## config.mk

```make
export PLATFORM = sky130hd
export DESIGN_NAME = squib_diag_command_decoder_flat
export DESIGN_NICKNAME = d
export VERILOG_FILES = /design/src/squib_diag_pkg.sv /design/src/squib_diag_if.sv /design/src/squib_diag_command_decoder.sv /design/src/flat_wrapper.sv
export VERILOG_INCLUDE_DIRS = /design/src
export SDC_FILE = /design/constraint.sdc
export NUM_CORES = 1
export LEC_CHECK = 0
export ABC_AREA = 1
export BUFFER_PORTS_ARGS = -buffer_cell sky130_fd_sc_hd__buf_2
export CORE_AREA = 3 3 90 178
export CTS_CLUSTER_DIAMETER = 200
export DETAILED_ROUTE_END_ITERATION = 10
export DIE_AREA = 0 0 93 181
export GPL_ROUTABILITY_DRIVEN = 1
export HOLD_SLACK_MARGIN = 0.03
export PLACE_DENSITY = 0.63
export SKIP_CTS_REPAIR_TIMING = 1
export SYNTH_ARGS = -nofsm -noshare
export SYNTH_HDL_FRONTEND = slang
export SYNTH_SLANG_ARGS = --single-unit
```

## constraint.sdc

```tcl
create_clock -name clk_sys -period 10.8 [get_ports clk_sys]
set_input_delay 3.24 -clock clk_sys [delete_from_list [all_inputs] [get_ports clk_sys]]
set_output_delay 3.24 -clock clk_sys [all_outputs]
set_load 0.03 [all_outputs]
```

## src/squib_diag_regs.svh

```systemverilog
// command codes, field positions and timing counts of the diagnostic command port
`ifndef SQUIB_DIAG_REGS_SVH
`define SQUIB_DIAG_REGS_SVH

`define CMD_NOP            8'h00
`define CMD_ENABLE_STATUS  8'hC8
`define CMD_RETURN_STATUS  8'hC9
`define CMD_RES_A1         8'hD0
`define CMD_RES_B1         8'hD1
`define CMD_RES_A2         8'hD2
`define CMD_RES_B2         8'hD3
`define CMD_SHORT_A1       8'hE0
`define CMD_SHORT_B1       8'hE1
`define CMD_SHORT_A2       8'hE2
`define CMD_SHORT_B2       8'hE3
`define CMD_CROSS_SHORT    8'hE8
`define CMD_UNLOCK_ONE     8'h80
`define CMD_UNLOCK_TWO     8'h81
`define CMD_MEAS_RESET_HI  4'h3
`define PART_TYPE_BIT      1'b1
`define COUNTER_RESET      8'h00
`define FRAME_BITS         4'd8
`define SYS_CLK_MHZ        200
`define LINK_PERIOD_NS     80
`define LINK_HALF_CYCLES   ((`LINK_PERIOD_NS * `SYS_CLK_MHZ) / 2000)

`endif

```

## src/squib_diag_pkg.sv

```systemverilog
// types shared by both ends of the diagnostic command link
package squib_diag_pkg;
    typedef logic [7:0] byte_t;
    typedef logic [3:0] loop_mask_t;
    typedef enum logic [1:0] {
        ARM_NONE,
        ARM_ONE,
        ARM_TWO
    } arm_e;
endpackage

```

## src/squib_diag_if.sv

```systemverilog
// serial link between host controller and diagnostic command decoder
`timescale 1ns/1ps
interface squib_diag_if;
    logic sclk;
    logic cs_n;
    logic mosi;
    logic miso;
    modport host (output sclk, output cs_n, output mosi, input miso);
    modport device (input sclk, input cs_n, input mosi, output miso);
endinterface

```

## src/squib_diag_command_decoder.sv

```systemverilog
// device end: serial diagnostic and counter programming command decoder
`timescale 1ns/1ps
`include "squib_diag_regs.svh"
// Summary of operation
// - C8 reports type, resistor health, permit pins
// - C9 reports the two return low flags
// - D0-D3 return loop resistance codes
// - E0-E3 return per-loop short matrices
// - E8 returns cross-chip short flags
// - 3x pulses per-loop measurement resets
// - 3x response echoes the reset byte
// - 80 arms permit one counter, echoed
// - next byte loads permit one counter
// - response carries the loaded counter value
// - 81 arms permit two counter, echoed
// - responses shift out on the next frame
// - value byte ignored while any driver fires
// - value byte must follow unlock directly
module squib_diag_command_decoder (
    input  wire logic                      clk_sys,
    input  wire logic                      rst,
    squib_diag_if.device                   link,
    input  wire logic                      part_type,
    input  wire logic                      limit_two_ok,
    input  wire logic                      limit_one_ok,
    input  wire logic                      diag_reference_resistor_ok,
    input  wire logic                      permit_two_latched,
    input  wire logic                      permit_one_latched,
    input  wire logic                      fire_permit_pin_two,
    input  wire logic                      fire_permit_pin_one,
    input  wire logic                      return_two_low_flag,
    input  wire logic                      return_one_low_flag,
    input  wire squib_diag_pkg::byte_t     res_loop_a1,
    input  wire squib_diag_pkg::byte_t     res_loop_b1,
    input  wire squib_diag_pkg::byte_t     res_loop_a2,
    input  wire squib_diag_pkg::byte_t     res_loop_b2,
    input  wire squib_diag_pkg::loop_mask_t short_loop_a1,
    input  wire squib_diag_pkg::loop_mask_t short_loop_b1,
    input  wire squib_diag_pkg::loop_mask_t short_loop_a2,
    input  wire squib_diag_pkg::loop_mask_t short_loop_b2,
    input  wire squib_diag_pkg::loop_mask_t cross_short,
    input  wire logic                      any_driver_firing,
    output logic [3:0]                     meas_reset_q,
    output squib_diag_pkg::byte_t          permit_one_counter_q,
    output squib_diag_pkg::byte_t          permit_two_counter_q
);
    import squib_diag_pkg::*;

    logic [1:0] sclk_sync_q;
    logic [1:0] cs_sync_q;
    logic [1:0] mosi_sync_q;
    logic       sclk_prev_q;
    logic       cs_prev_q;
    logic       rise;
    logic       fall;
    logic       frame_end;
    byte_t      shift_in_q;
    byte_t      shift_out_q;
    byte_t      resp_q;
    logic [3:0] bit_cnt_q;
    logic       miso_q;
    arm_e       arm_q;
    byte_t      cmd;
    logic       frame_ok;
    logic [1:0] firing_sync_q;
    logic [9:0] flags_meta_q;
    logic [9:0] flags_q;
    byte_t      res_meta_q [4];
    byte_t      res_q [4];
    loop_mask_t short_meta_q [5];
    loop_mask_t short_q [5];

    // response of a code: unknown codes answer zero
    function automatic byte_t lookup(input byte_t c);
        byte_t r;
        r = 8'h00;
        unique case (c)
            `CMD_ENABLE_STATUS: r = flags_q[9:2];
            `CMD_RETURN_STATUS: r = {6'h00, flags_q[1:0]};
            `CMD_RES_A1: r = res_q[0];
            `CMD_RES_B1: r = res_q[1];
            `CMD_RES_A2: r = res_q[2];
            `CMD_RES_B2: r = res_q[3];
            `CMD_SHORT_A1: r = {4'h0, short_q[0]};
            `CMD_SHORT_B1: r = {4'h0, short_q[1]};
            `CMD_SHORT_A2: r = {4'h0, short_q[2]};
            `CMD_SHORT_B2: r = {4'h0, short_q[3]};
            `CMD_CROSS_SHORT: r = {4'h0, short_q[4]};
            `CMD_UNLOCK_ONE: r = c;
            `CMD_UNLOCK_TWO: r = c;
            default: begin
                if (c[7:4] == `CMD_MEAS_RESET_HI) begin
                    r = c;
                end
            end
        endcase
        return r;
    endfunction

    always_ff @(posedge clk_sys or posedge rst) begin
        if (rst) begin
            sclk_sync_q <= 2'b00;
            cs_sync_q   <= 2'b11;
            mosi_sync_q <= 2'b00;
            sclk_prev_q <= 1'b0;
            cs_prev_q   <= 1'b1;
            firing_sync_q <= 2'b00;
        end else begin
            sclk_sync_q <= {sclk_sync_q[0], link.sclk};
            cs_sync_q   <= {cs_sync_q[0], link.cs_n};
            mosi_sync_q <= {mosi_sync_q[0], link.mosi};
            sclk_prev_q <= sclk_sync_q[1];
            cs_prev_q   <= cs_sync_q[1];
            firing_sync_q <= {firing_sync_q[0], any_driver_firing};
        end
    end

    // status levels from the analogue side pass two flops before the lookup reads them;
    // they are quasi-static, so a code caught mid-change is torn for one answer at most
    always_ff @(posedge clk_sys or posedge rst) begin
        if (rst) begin
            flags_meta_q <= 10'h000;
            flags_q      <= 10'h000;
            res_meta_q   <= '{default: 8'h00};
            res_q        <= '{default: 8'h00};
            short_meta_q <= '{default: 4'h0};
            short_q      <= '{default: 4'h0};
        end else begin
            flags_meta_q <= {part_type, limit_two_ok, limit_one_ok, diag_reference_resistor_ok,
                             permit_two_latched, permit_one_latched, fire_permit_pin_two, fire_permit_pin_one,
                             return_two_low_flag, return_one_low_flag};
            flags_q      <= flags_meta_q;
            res_meta_q   <= '{res_loop_a1, res_loop_b1, res_loop_a2, res_loop_b2};
            res_q        <= res_meta_q;
            short_meta_q <= '{short_loop_a1, short_loop_b1, short_loop_a2, short_loop_b2, cross_short};
            short_q      <= short_meta_q;
        end
    end

    assign rise      = ~cs_sync_q[1] & sclk_sync_q[1] & ~sclk_prev_q;
    assign fall      = ~cs_sync_q[1] & ~sclk_sync_q[1] & sclk_prev_q;
    assign frame_end = cs_sync_q[1] & ~cs_prev_q;
    assign cmd       = shift_in_q;
    assign frame_ok  = frame_end && (bit_cnt_q == `FRAME_BITS);

    // shifting: sample on rising sclk, change miso on falling, msb first
    always_ff @(posedge clk_sys or posedge rst) begin
        if (rst) begin
            shift_in_q  <= 8'h00;
            shift_out_q <= 8'h00;
            bit_cnt_q   <= 4'd0;
            miso_q      <= 1'b0;
        end else if (~cs_sync_q[1] & cs_prev_q) begin
            // load previous response at frame start
            shift_out_q <= {resp_q[6:0], 1'b0};
            miso_q      <= resp_q[7];
            bit_cnt_q   <= 4'd0;
        end else if (rise) begin
            shift_in_q <= {shift_in_q[6:0], mosi_sync_q[1]};
            if (bit_cnt_q != 4'd15) begin
                bit_cnt_q <= bit_cnt_q + 4'd1;
            end
        end else if (fall) begin
            miso_q      <= shift_out_q[7];
            shift_out_q <= {shift_out_q[6:0], 1'b0};
        end
    end

    assign link.miso = miso_q;

    // command decode at frame end; short frames are dropped whole
    always_ff @(posedge clk_sys or posedge rst) begin
        if (rst) begin
            resp_q               <= 8'h00;
            arm_q                <= ARM_NONE;
            meas_reset_q         <= 4'h0;
            permit_one_counter_q <= `COUNTER_RESET;
            permit_two_counter_q <= `COUNTER_RESET;
        end else begin
            meas_reset_q <= 4'h0;
            if (frame_ok) begin
                arm_q <= ARM_NONE;
                // value byte only right after unlock
                if (arm_q != ARM_NONE) begin
                    if (firing_sync_q[1]) begin
                        resp_q <= 8'h00;
                    end else if (arm_q == ARM_ONE) begin
                        permit_one_counter_q <= cmd;
                        resp_q               <= cmd;
                    end else begin
                        permit_two_counter_q <= cmd;
                        resp_q               <= cmd;
                    end
                end else begin
                    resp_q <= lookup(cmd);
                    if (cmd == `CMD_UNLOCK_ONE) begin
                        arm_q <= ARM_ONE;
                    end else if (cmd == `CMD_UNLOCK_TWO) begin
                        arm_q <= ARM_TWO;
                    end else if (cmd[7:4] == `CMD_MEAS_RESET_HI) begin
                        meas_reset_q <= cmd[3:0];
                    end
                end
            end
        end
    end
endmodule

```

## src/flat_wrapper.sv

```systemverilog
// flat-port wrapper written by rule: the top's interface ports become plain ports
module squib_diag_command_decoder_flat import squib_diag_pkg::*;
  (clk_sys, rst, part_type, limit_two_ok, limit_one_ok, diag_reference_resistor_ok, permit_two_latched, permit_one_latched, fire_permit_pin_two, fire_permit_pin_one, return_two_low_flag, return_one_low_flag, res_loop_a1, res_loop_b1, res_loop_a2, res_loop_b2, short_loop_a1, short_loop_b1, short_loop_a2, short_loop_b2, cross_short, any_driver_firing, meas_reset_q, permit_one_counter_q, permit_two_counter_q, link_sclk, link_cs_n, link_mosi, link_miso);
  squib_diag_if link_i ();
  input  wire logic clk_sys;
  input  wire logic rst;
  input  wire logic part_type;
  input  wire logic limit_two_ok;
  input  wire logic limit_one_ok;
  input  wire logic diag_reference_resistor_ok;
  input  wire logic permit_two_latched;
  input  wire logic permit_one_latched;
  input  wire logic fire_permit_pin_two;
  input  wire logic fire_permit_pin_one;
  input  wire logic return_two_low_flag;
  input  wire logic return_one_low_flag;
  input  wire squib_diag_pkg::byte_t res_loop_a1;
  input  wire squib_diag_pkg::byte_t res_loop_b1;
  input  wire squib_diag_pkg::byte_t res_loop_a2;
  input  wire squib_diag_pkg::byte_t res_loop_b2;
  input  wire squib_diag_pkg::loop_mask_t short_loop_a1;
  input  wire squib_diag_pkg::loop_mask_t short_loop_b1;
  input  wire squib_diag_pkg::loop_mask_t short_loop_a2;
  input  wire squib_diag_pkg::loop_mask_t short_loop_b2;
  input  wire squib_diag_pkg::loop_mask_t cross_short;
  input  wire logic any_driver_firing;
  output logic [3:0] meas_reset_q;
  output squib_diag_pkg::byte_t permit_one_counter_q;
  output squib_diag_pkg::byte_t permit_two_counter_q;
  input wire logic [$bits(link_i.sclk)-1:0] link_sclk;
  input wire logic [$bits(link_i.cs_n)-1:0] link_cs_n;
  input wire logic [$bits(link_i.mosi)-1:0] link_mosi;
  output wire logic [$bits(link_i.miso)-1:0] link_miso;
  assign link_i.sclk = link_sclk;
  assign link_i.cs_n = link_cs_n;
  assign link_i.mosi = link_mosi;
  assign link_miso = link_i.miso;
  squib_diag_command_decoder u_core (.clk_sys(clk_sys), .rst(rst), .link(link_i), .part_type(part_type), .limit_two_ok(limit_two_ok), .limit_one_ok(limit_one_ok), .diag_reference_resistor_ok(diag_reference_resistor_ok), .permit_two_latched(permit_two_latched), .permit_one_latched(permit_one_latched), .fire_permit_pin_two(fire_permit_pin_two), .fire_permit_pin_one(fire_permit_pin_one), .return_two_low_flag(return_two_low_flag), .return_one_low_flag(return_one_low_flag), .res_loop_a1(res_loop_a1), .res_loop_b1(res_loop_b1), .res_loop_a2(res_loop_a2), .res_loop_b2(res_loop_b2), .short_loop_a1(short_loop_a1), .short_loop_b1(short_loop_b1), .short_loop_a2(short_loop_a2), .short_loop_b2(short_loop_b2), .cross_short(cross_short), .any_driver_firing(any_driver_firing), .meas_reset_q(meas_reset_q), .permit_one_counter_q(permit_one_counter_q), .permit_two_counter_q(permit_two_counter_q));
endmodule
```

==> impl_results.md, run 1 <==
* PortBufs at 88
* Routability cong. at 0.842
* Kind of critical path: input port to asynchronous set/reset pin
* Die footprint at 0.0168 mm²
* Die W at 93 µm
* Final Hold Vio Count at 0
* HP Start: u_core.res_meta_q[1]$_DFF_PP0_
* Nets at 702
* Critical Path Start Type: input port
* Setup Skew at 0.0101 ns
* Die span in y at 181 µm
* Sink Count at 184
* Worst path max stage delay at 0.90 ns
* Total wire length at 12.4 mm
* Worst vdd ir at about 0.00011 V
* Status: finished, final reports clean
* Crit path buf inv count at 3
* Share of cells above drive strength 1 at 23.2%
* Insertion delay to the later sink of the worst-skew pair at 0.42 ns
* H-tree depth at 4
* Worst endpoint data arrival time at 4.93 ns
* Yosys top cell area share at 71.7%
* Least-Margin Pin Slew at about 1.3 ns
* Initial antenna violation count at 0
* Io pins at 89
* Aggregate global routing overflow at 0
* Reg-to-reg startpoint: u_core.cmd[4]$_DFFE_PP0P_
* PwrDens at 189 mW/mm²
* CP cell instances: buf_2, inv_6, buf_4
* Via Count at 4050
* Tot GR Track Use at between 15 and 20%
* Initial Util at 42.6%
* First-pass GRT wire length at 20.5 mm
* Crit. Startpoint: rst
* Critical path's slowest cell: buf_4
* Syn. warnings at 0
* Synth area leaders: dfrtp_1 72%, nand2_1 6.3%, nand3_1 5.3%
* Maxcap violations at 0
* Crit path max fanout at 104
* Fmax at 221 MHz
* Layout Utilization at 50.4%
* Mean Syn Cell Area at 11.7 µm²
* Final period utilization at 42.0%
* RSZ-0062 raised after global routing: no
* Normalized max-slew margin at between 10% and 20%
* Critical Path End Type: asynchronous set/reset pin
* Yosys cell types at 34
* Pin count of the biggest net entering global routing at 105
* CTS buffer count at 17
* Drt first pass iters at 4
* Static leakage at 0.00358 µW
* Antenna Nets Post-Route at 0
* Min Tclk post-route at between 4 and 5 ns
* Area grow syn2layout at 18.3%
* Post-synthesis sequential area ratio at 72.9%
* Fill cell count at 1421
* DR vias/cell at 4.83
* Syn Nets at 611
* Slew Viols, Final at 0
* Vias in the first global route at around 4200
* Critical Path RT at 11.20 ns
* Root Buffer: clkbuf_16
* CTS tree: built
* Synthesized instance count at 541
* Yosys reg bits at 184
* 1st-iter DRT viols at 227
* Residual DRC at 0
* Clock buffer depth at 2
* HPWL Detailed at 9.08 mm
* Setup TNS at 0 ns
* Core area at 0.0148 mm²
* Average routed wire per standard cell at 14.8 µm
* ANT cells at 0
* Synthesized area at approximately 0.0063 mm²
* Clock transition at path regs at 0.06 ns
* CP top delay family: buffers and inverters
* Synth area leader: dfrtp_1
* Setup violators final at 0
* Hold WC Path Type: flip-flop to flip-flop
* Row Count at between 60 and 70
==> Yosys cell counts, drive strengths merged <==
| master | count |
|---|---|
| nand3b | 1 |
| a31oi | 2 |
| nor3 | 5 |
| nand4 | 6 |
| nand3 | 69 |
| ha | 2 |
| dfstp | 3 |
| nand2 | 110 |
| buf | 14 |
| nor2 | 40 |
| o22ai | 1 |
| o211ai | 1 |
| mux2 | 1 |
| nor4 | 2 |
| a21oi | 3 |
| o31ai | 11 |
| and2 | 1 |
| dfrtp | 181 |
| clkinv | 1 |
| inv | 41 |
| clkbuf | 4 |
| o21ai | 42 |
==> kinds of logic (layout without fill, tap and decap cells) <==
| logic type | Yosys count | after routing | synth area share, % |
|---|---|---|---|
| buf+inv | 60 | 162 | 4.22 |
| mux | 1 | 1 | 0.178 |
| compound gates | 60 | 60 | 5.35 |
| simple gates | 234 | 234 | 16.9 |
| flops | 184 | 184 | 72.9 |
| fa+ha+maj | 2 | 2 | 0.396 |
==> power breakdown <==
| part | switching (µW) | internal [µW] |
|---|---|---|
| registers | 17.9 | 724 |
| logic | 70.1 | 23.7 |
| clock network | 253 | 325 |
| total | 341 | 1070 |
==> per-layer routing <==
metal	vias to the layer above	GRT usage (%)	share of wire (%)
li1	1941	-	-
met1	1975	16.8	36
met2	109	29.4	57
met3	25	3.29	3.5
met4	0	8.40	3.4
met5	-	0	0
==> per-stage QoR <==
stage / hold WS (ns) / std cells / setup slack [ns] / instance area (µm²) / power (µW)
floorplan: 0.331 / 541 / 2.56 / 6320 / 814
global placement: 0.334 / 808 / 5.78 / 6920 / 847
detailed placement: 0.335 / 808 / 5.73 / 6920 / 851
CTS: 0.346 / 838 / 6.18 / 7480 / 1430
global route: 0.354 / 838 / 5.92 / 7480 / 1480
finish: 0.344 / 838 / 6.27 / 7480 / 1410
==> area by class of cell <==
type	instances	area [µm²]	area share (%)
multi-input combinational	297	1440	19.3
tap	195	244	3.26
sequential	184	4610	61.6
timing repair buffer	90	455	6.09
clock buffer	18	439	5.87
inverter	42	168	2.24
clock inverter	12	119	1.59
==> sequential cells by signal, indices dropped and copies added, names as in the netlist, 2 cells and up <==
register                     flops
u_core.res_meta_q               32
u_core.res_q                    32
u_core.short_meta_q             20
u_core.short_q                  20
u_core.flags_meta_q             10
u_core.flags_q                  10
u_core.cmd                       8
u_core.permit_one_counter_q      8
u_core.permit_two_counter_q      8
u_core.resp_q                    8
u_core.shift_out_q               7
u_core.bit_cnt_q                 4
u_core.meas_reset_q              4
u_core.arm_q                     2
u_core.cs_sync_q                 2
u_core.firing_sync_q             2
u_core.mosi_sync_q               2
u_core.sclk_sync_q               2
==> final timing paths <==
| path | to | slack, ns | cells past startpoint |
|---|---|---|---|
| max | u_core.permit_two_counter_q[4]$_DFFE_PP0P_ | 6.27 | 3 |
| min | u_core.res_q[1]$_DFF_PP0_ | 0.34 | 0 |
| max reg2reg | u_core.resp_q[3]$_DFFE_PP0P_ | 8.39 | 9 |
| min reg2reg | u_core.res_q[1]$_DFF_PP0_ | 0.34 | 0 |
| max in group clk_sys | permit_one_counter_q[2] | 6.58 | 1 |
| min in group asynchronous | u_core.permit_two_counter_q[2]$_DFFE_PP0P_ | 2.99 | 2 |
==> cells in the final DEF, fill, tap and decap left out, types with 7 or more instances in the layout <==
cell,count
buf_2,88
clkbuf_16,17
dfrtp_1,181
inv_1,35
nand2_1,106
nand3_1,67
nor2_1,32
nor2_2,7
o21ai_0,24
o21ai_1,17
o31ai_1,11
Power figures use the tool's default switching activity.
==> inputs of run 2 (changes only) <==
PLACE_DENSITY = 0.65   (was 0.63)
clock period = 3.8 ns   (was 10.8 ns; I/O delays follow)
==> impl_results.md, run 2 (synthesis gave the netlist of run 1 again) <==
* PortBufs at 88 (unchanged)
* Residual DRC at 0 (unchanged)
* Insertion delay to the later sink of the worst-skew pair at 0.42 ns (about the same)
* Die span in y at 181 µm (unchanged)
* Antenna Nets Post-Route at 0 (unchanged)
* CTS buffer count at 17 (unchanged)
* ANT cells at 0 (unchanged)
* Critical Path End Type: flip-flop
* Most frequent CP cell: nor2_1
* CP top delay family: simple AND/OR/NAND/NOR gates
* Normalized max-slew margin at 18.9% (+3.4 points)
* Worst endpoint data arrival time at 2.58 ns (-2.35 ns)
* Sink Count at 184 (unchanged)
* Status: finished, final reports clean
* Total wire length at 12.9 mm (+4.0%)
* Commonest cells after routing, fill and taps aside: 181 x dfrtp_1, 106 x nand2_1, 88 x buf_2, 67 x nand3_1, 35 x inv_1
* Die W at 93 µm (unchanged)
* Core area at 0.0148 mm² (unchanged)
* Io pins at 89 (unchanged)
* HPWL Detailed at 9.38 mm (+3.4%)
* Critical path's slowest cell: nor2_1
* Clock transition at path regs at 0.07 ns (about the same)
* Vias in the first global route at 4259 (+2.3%)
* DR vias/cell at 4.81 (-0.48%)
* Crit path buf inv count at 0 (-3)
* Kind of critical path: flip-flop to flip-flop
* Cell Count, Final, Fillers Out at 842 (+0.48%)
* Root Buffer: clkbuf_16
* Fmax at roughly 450 MHz
* Row Count at 63 (unchanged)
* Tot GR Track Use at 16.6% (+0.54 points)
* Static leakage at 0.00362 µW (+1.1%)
* Final period utilization at approximately three fifths
* Aggregate global routing overflow at 0 (unchanged)
* First-pass GRT wire length at 21.4 mm (+4.4%)
* Maxcap violations at 0 (unchanged)
* Worst slack at placement at 1.64 ns (-4.08 ns)
* RSZ-0062 raised after global routing: no
* 1st-iter DRT viols at 208 (-8.4%)
* Share of cells above drive strength 1 at 23.6% (+0.47 points)
* Final Hold Vio Count at 0 (unchanged)
* Placed insts at 811 (+0.37%)
* Critical Path Start Type: flip-flop
* Initial Util at 42.6% (unchanged)
* Nets at 705 (+0.43%)
* Slew Viols, Final at 0 (unchanged)
* CP cell instances: nand2_2, nor2_1, nand2_1, nor2_1, nor2_1, nand4_1, nand3_1, nand2_1
* Routability cong. at 0.901 (+7.1%)
* Area grow syn2layout at 19.9%
* Regs by FF count: u_core.res_meta_q: 32 flops, u_core.res_q: 32 flops
* Least-Margin Pin Slew at 1.21 ns (-0.0514 ns)
* Critical Path RT at 4.16 ns (-7.04 ns)
* Average routed wire per standard cell at 15.3 µm (+3.5%)
* Worst vdd ir at 0.000301 V (+180%)
* Initial antenna violation count at 0 (unchanged)
* Setup TNS at 0 ns (unchanged)
* Commonest non-fill, non-tap cell in the layout: dfrtp_1
* CTS tree: built
* PwrDens at 541 mW/mm² (+190%)
* Die footprint at 0.0168 mm² (unchanged)
* Drt first pass iters at 4 (unchanged)
* Setup violators final at 0 (unchanged)
* Fill cell count at 1353 (-4.8%)
* Crit path max fanout at 20 (-81%)
* Clock buffer depth at 2 (unchanged)
* Via Count at 4050 (unchanged)
* Min Tclk post-route at roughly 2.2 ns
* Worst setup margin at 1.58 ns (-4.69 ns)
* Worst path max stage delay at 0.93 ns (+0.03 ns)
* Pin count of the biggest net entering global routing at 52 (-50%)
* Setup Skew at 0.00608 ns (-0.00402 ns)
* Hold WC Path Type: flip-flop to flip-flop
* H-tree depth at 4 (unchanged)
[run 2: worst paths after layout]
| path | from | to | slack, ns | depth (start not counted) |
|---|---|---|---|---|
| min in group asynchronous | rst | u_core.flags_meta_q[6]$_DFF_PP0_ | 0.90 | 2 |
| worst min register to register | u_core.flags_meta_q[5]$_DFF_PP0_ | u_core.flags_q[5]$_DFF_PP0_ | 0.35 | 0 |
| worst max-delay path | u_core.cmd[7]$_DFFE_PP0P_ | u_core.resp_q[1]$_DFFE_PP0P_ | 1.58 | 8 |
| max in group asynchronous | rst | u_core.cs_sync_q[1]$_DFF_PP1_ | 2.18 | 3 |
| worst min-delay path | u_core.flags_meta_q[5]$_DFF_PP0_ | u_core.flags_q[5]$_DFF_PP0_ | 0.35 | 0 |
| worst max register to register | u_core.cmd[7]$_DFFE_PP0P_ | u_core.resp_q[1]$_DFFE_PP0P_ | 1.58 | 8 |
[run 2: layout make-up]
cell class / instances / area, µm² / share of cell area [%]
flip-flops and latches: 184 / 4610 / 60.8
multi-input cells: 297 / 1440 / 19.0
repair buffers: 93 / 528 / 6.97
clock buffers: 17 / 425 / 5.62
well taps: 195 / 244 / 3.22
inverters: 42 / 166 / 2.20
clock inverters: 14 / 160 / 2.11
[run 2: layer usage]
| metal | wire (µm) | track usage (%) | part of all wire [%] | vias to the layer above |
|---|---|---|---|---|
| met5 | 0 | 0 | 0 | - |
| met1 | 4630 | 17.9 | 36 | 1960 |
| met2 | 7400 | 30.0 | 57 | 116 |
| met4 | 410 | 8.63 | 3.2 | 0 |
| li1 | - | - | - | 1949 |
| met3 | 460 | 3.25 | 3.6 | 25 |
[run 2: power breakdown]
part           leakage [µW]  internal, µW  total (µW)  switching [µW]
combinational       0.00110          75.5         273             198
clock              0.000282           931        1720             785
sequential          0.00224          2060        2110            52.6
total               0.00362          3060        4100            1040
[run 2: per-stage QoR]
stage	total power (µW)	hold slack, ns	utilization, %	instance area [µm²]
5_1_grt	4280	0.354	51.1	7570
6_report	4100	0.348	51.1	7570
3_3_place_gp	2410	0.336	47.2	6990
3_5_place_dp	2420	0.335	47.2	6990
4_1_cts	4140	0.350	51.1	7570
2_1_floorplan	2310	0.331	-	6320
==> inputs of run 3 (changes only) <==
clock period = 1.8 ns   (was 3.8 ns; I/O delays follow)
==> impl_results.md, run 3 (synthesis gave the netlist of run 1 again) <==
* Initial antenna violation count at 0 (unchanged)
* Crit path buf inv count at 2 (+2)
* 1st-iter DRT viols at 153 (-26%)
* Static leakage at 0.00376 µW (+3.8%)
* Total wire length at 13.2 mm (+2.2%)
* Worst endpoint data arrival time at 2.05 ns (-0.53 ns)
* Drt first pass iters at 4 (unchanged)
* Fill cell count at 1363 (+0.74%)
* Final period utilization at 93.4% (+35 points)
* Most frequent CP cell: nand2_1
* Final Cell Area at 0.00779 mm² (+2.9%)
* PwrDens at 1100 mW/mm² (+100%)
* Antenna Nets Post-Route at 0 (unchanged)
* Tot GR Track Use at 17.2% (+0.56 points)
* Share of cells above drive strength 1 at 26.9% (+3.2 points)
* Area after DPL at 0.00721 mm² (+3.2%)
* Setup violators final at 0 (unchanged)
* Core area at 0.0148 mm² (unchanged)
* Row Count at 63 (unchanged)
* Min Tclk post-route at 1.68 ns (-0.541 ns)
* Commonest cells after routing, fill and taps aside: 181 x dfrtp_1, 106 x nand2_1, 88 x buf_2, 67 x nand3_1, 35 x inv_1
* Commonest non-fill, non-tap cell in the layout: dfrtp_1
* Pin count of the biggest net entering global routing at 70 (+35%)
* Clock transition at path regs at 0.07 ns (about the same)
* RSZ-0062 raised after global routing: no
* Kind of critical path: flip-flop to flip-flop
* Final Hold Vio Count at 0 (unchanged)
* Average routed wire per standard cell at 15.2 µm (-0.90%)
* Die footprint at 0.0168 mm² (unchanged)
* HPWL Detailed at 10.0 mm (+6.7%)
* Initial Util at 42.6% (unchanged)
* Routability cong. at 0.940 (+4.3%)
* Maxcap violations at 0 (unchanged)
* Critical Path End Type: flip-flop
* Cell Count, Final, Fillers Out at 868 (+3.1%)
* Slew Viols, Final at 0 (unchanged)
* Root Buffer: clkbuf_16
* Sequential share of power at 51.7% (+0.2 points)
* ANT cells at 0 (unchanged)
* Switch Pwr at 2160 µW (+110%)
* Worst path max stage delay at 0.58 ns (-0.35 ns)
* Regs by FF count: u_core.res_meta_q: 32 flops, u_core.res_q: 32 flops
* Power Internal at 6450 µW (+110%)
* Insertion delay to the later sink of the worst-skew pair at 0.43 ns (about the same)
* PortBufs at 88 (unchanged)
* Vias in the first global route at 4445 (+4.4%)
* H-tree depth at 4 (unchanged)
* Critical path's slowest cell: dfstp_2
* First-pass GRT wire length at 21.8 mm (+1.8%)
* Clock buffer depth at 2 (unchanged)
* Sw Share at 25.1% (-0.17 points)
* Critical Path RT at 2.16 ns (-2.00 ns)
* CP top delay family: flip-flops
* Setup Skew at 0.0110 ns (+0.00489 ns)
* Io pins at 89 (unchanged)
* Gate power share at 7.7% (+1.0 points)
* Residual DRC at 0 (unchanged)
* Via Count at 4188 (+3.4%)
* Die span in y at 181 µm (unchanged)
* CTS tree: built
* Aggregate global routing overflow at 0 (unchanged)
* Least-Margin Pin Slew at 0.408 ns (-0.804 ns)
* Status: finished, final reports clean
* Crit path max fanout at 10 (-50%)
* Hold WC Path Type: input port to asynchronous set/reset pin
* Placed insts at 836 (+3.1%)
* CP cell instances: nand2_1, nor2_1, nand3_2, clkinv_4, o21ai_2, o31ai_1, inv_1, nand2_1
* Worst vdd ir at 0.00102 V (+240%)
* Fmax at 595 MHz (+32%)
* CTS buffer count at 17 (unchanged)
* Nets at 730 (+3.5%)
* DR vias/cell at 4.82 (+0.31%)
* Area grow syn2layout at 23.3%
* Clock share of power at 40.6% (-1.3 points)
* Die W at 93 µm (unchanged)
* Normalized max-slew margin at 72.5% (+54 points)
* Sink Count at 184 (unchanged)
* Critical Path Start Type: flip-flop
==> run 3: cell count changes in the layout (fill, tap and decap cells not counted), sizes merged <==
cell      previous run  this run
clkinvlp             3         2
bufinv               1         0
inv                 47        48
buf                 93       118
clkbuf              17        19
==> run 3: final cells by class <==
| type | instances | area [µm²] | share of cell area (%) |
|---|---|---|---|
| Clock buffer | 19 | 453 | 5.81 |
| Clock inverter | 13 | 106 | 1.37 |
| Inverter | 42 | 166 | 2.14 |
| Multi-Input combinational cell | 297 | 1460 | 18.7 |
| Sequential cell | 184 | 4610 | 59.1 |
| Tap cell | 195 | 244 | 3.13 |
| Timing Repair Buffer | 118 | 753 | 9.67 |
==> run 3: final timing paths <==
path / cells after the start / slack [ns] / startpoint / end
worst min register to register: 0 / 0.35 / u_core.flags_meta_q[1]$_DFF_PP0_ / u_core.flags_q[1]$_DFF_PP0_
worst max-delay path: 8 / 0.12 / u_core.cs_sync_q[1]$_DFF_PP1_ / u_core.resp_q[0]$_DFFE_PP0P_
min in group clk_sys: 1 / 0.21 / link_cs_n / u_core.cs_sync_q[0]$_DFF_PP1_
worst max register to register: 8 / 0.12 / u_core.cs_sync_q[1]$_DFF_PP1_ / u_core.resp_q[0]$_DFFE_PP0P_
max in group asynchronous: 4 / 1.11 / rst / u_core.cs_sync_q[0]$_DFF_PP1_
worst min-delay path: 2 / 0.06 / rst / u_core.res_meta_q[13]$_DFF_PP0_
==> run 3: power groups by stage <==
| stage | Sequential, µW | Clock (µW) | Combinational, µW |
|---|---|---|---|
| 2_1_floorplan | 4500 | 0 | 385 |
| 3_3_place_gp | 4530 | 0 | 645 |
| 3_5_place_dp | 4530 | 0 | 666 |
| 4_1_cts | 4460 | 3580 | 669 |
| 5_1_grt | 4470 | 3770 | 742 |
| 6_report | 4450 | 3490 | 660 |
==> run 3: stage by stage <==
stage	power [µW]	utilization, %	TNS, ns	hold slack (ns)	worst slack [ns]
3_3_place_gp	5170	48.7	0	0.335	0.102
2_1_floorplan	4890	-	-201.01	0.331	-1.10
6_report	8610	52.6	0	0.0638	0.118
4_1_cts	8710	52.5	0	0.0540	0.0892
5_1_grt	8990	52.6	0	0.0668	0.00138
3_5_place_dp	5200	48.7	0	0.335	0.116
==> run 3: metal layers <==
| layer | global-route usage (%) | up-vias | part of all wire [%] |
|---|---|---|---|
| li1 | - | 1997 | - |
| met1 | 16.9 | 2026 | 34 |
| met2 | 30.9 | 119 | 56 |
| met3 | 4.08 | 46 | 4.1 |
| met4 | 11.6 | 0 | 5.8 |
| met5 | 0 | - | 0 |
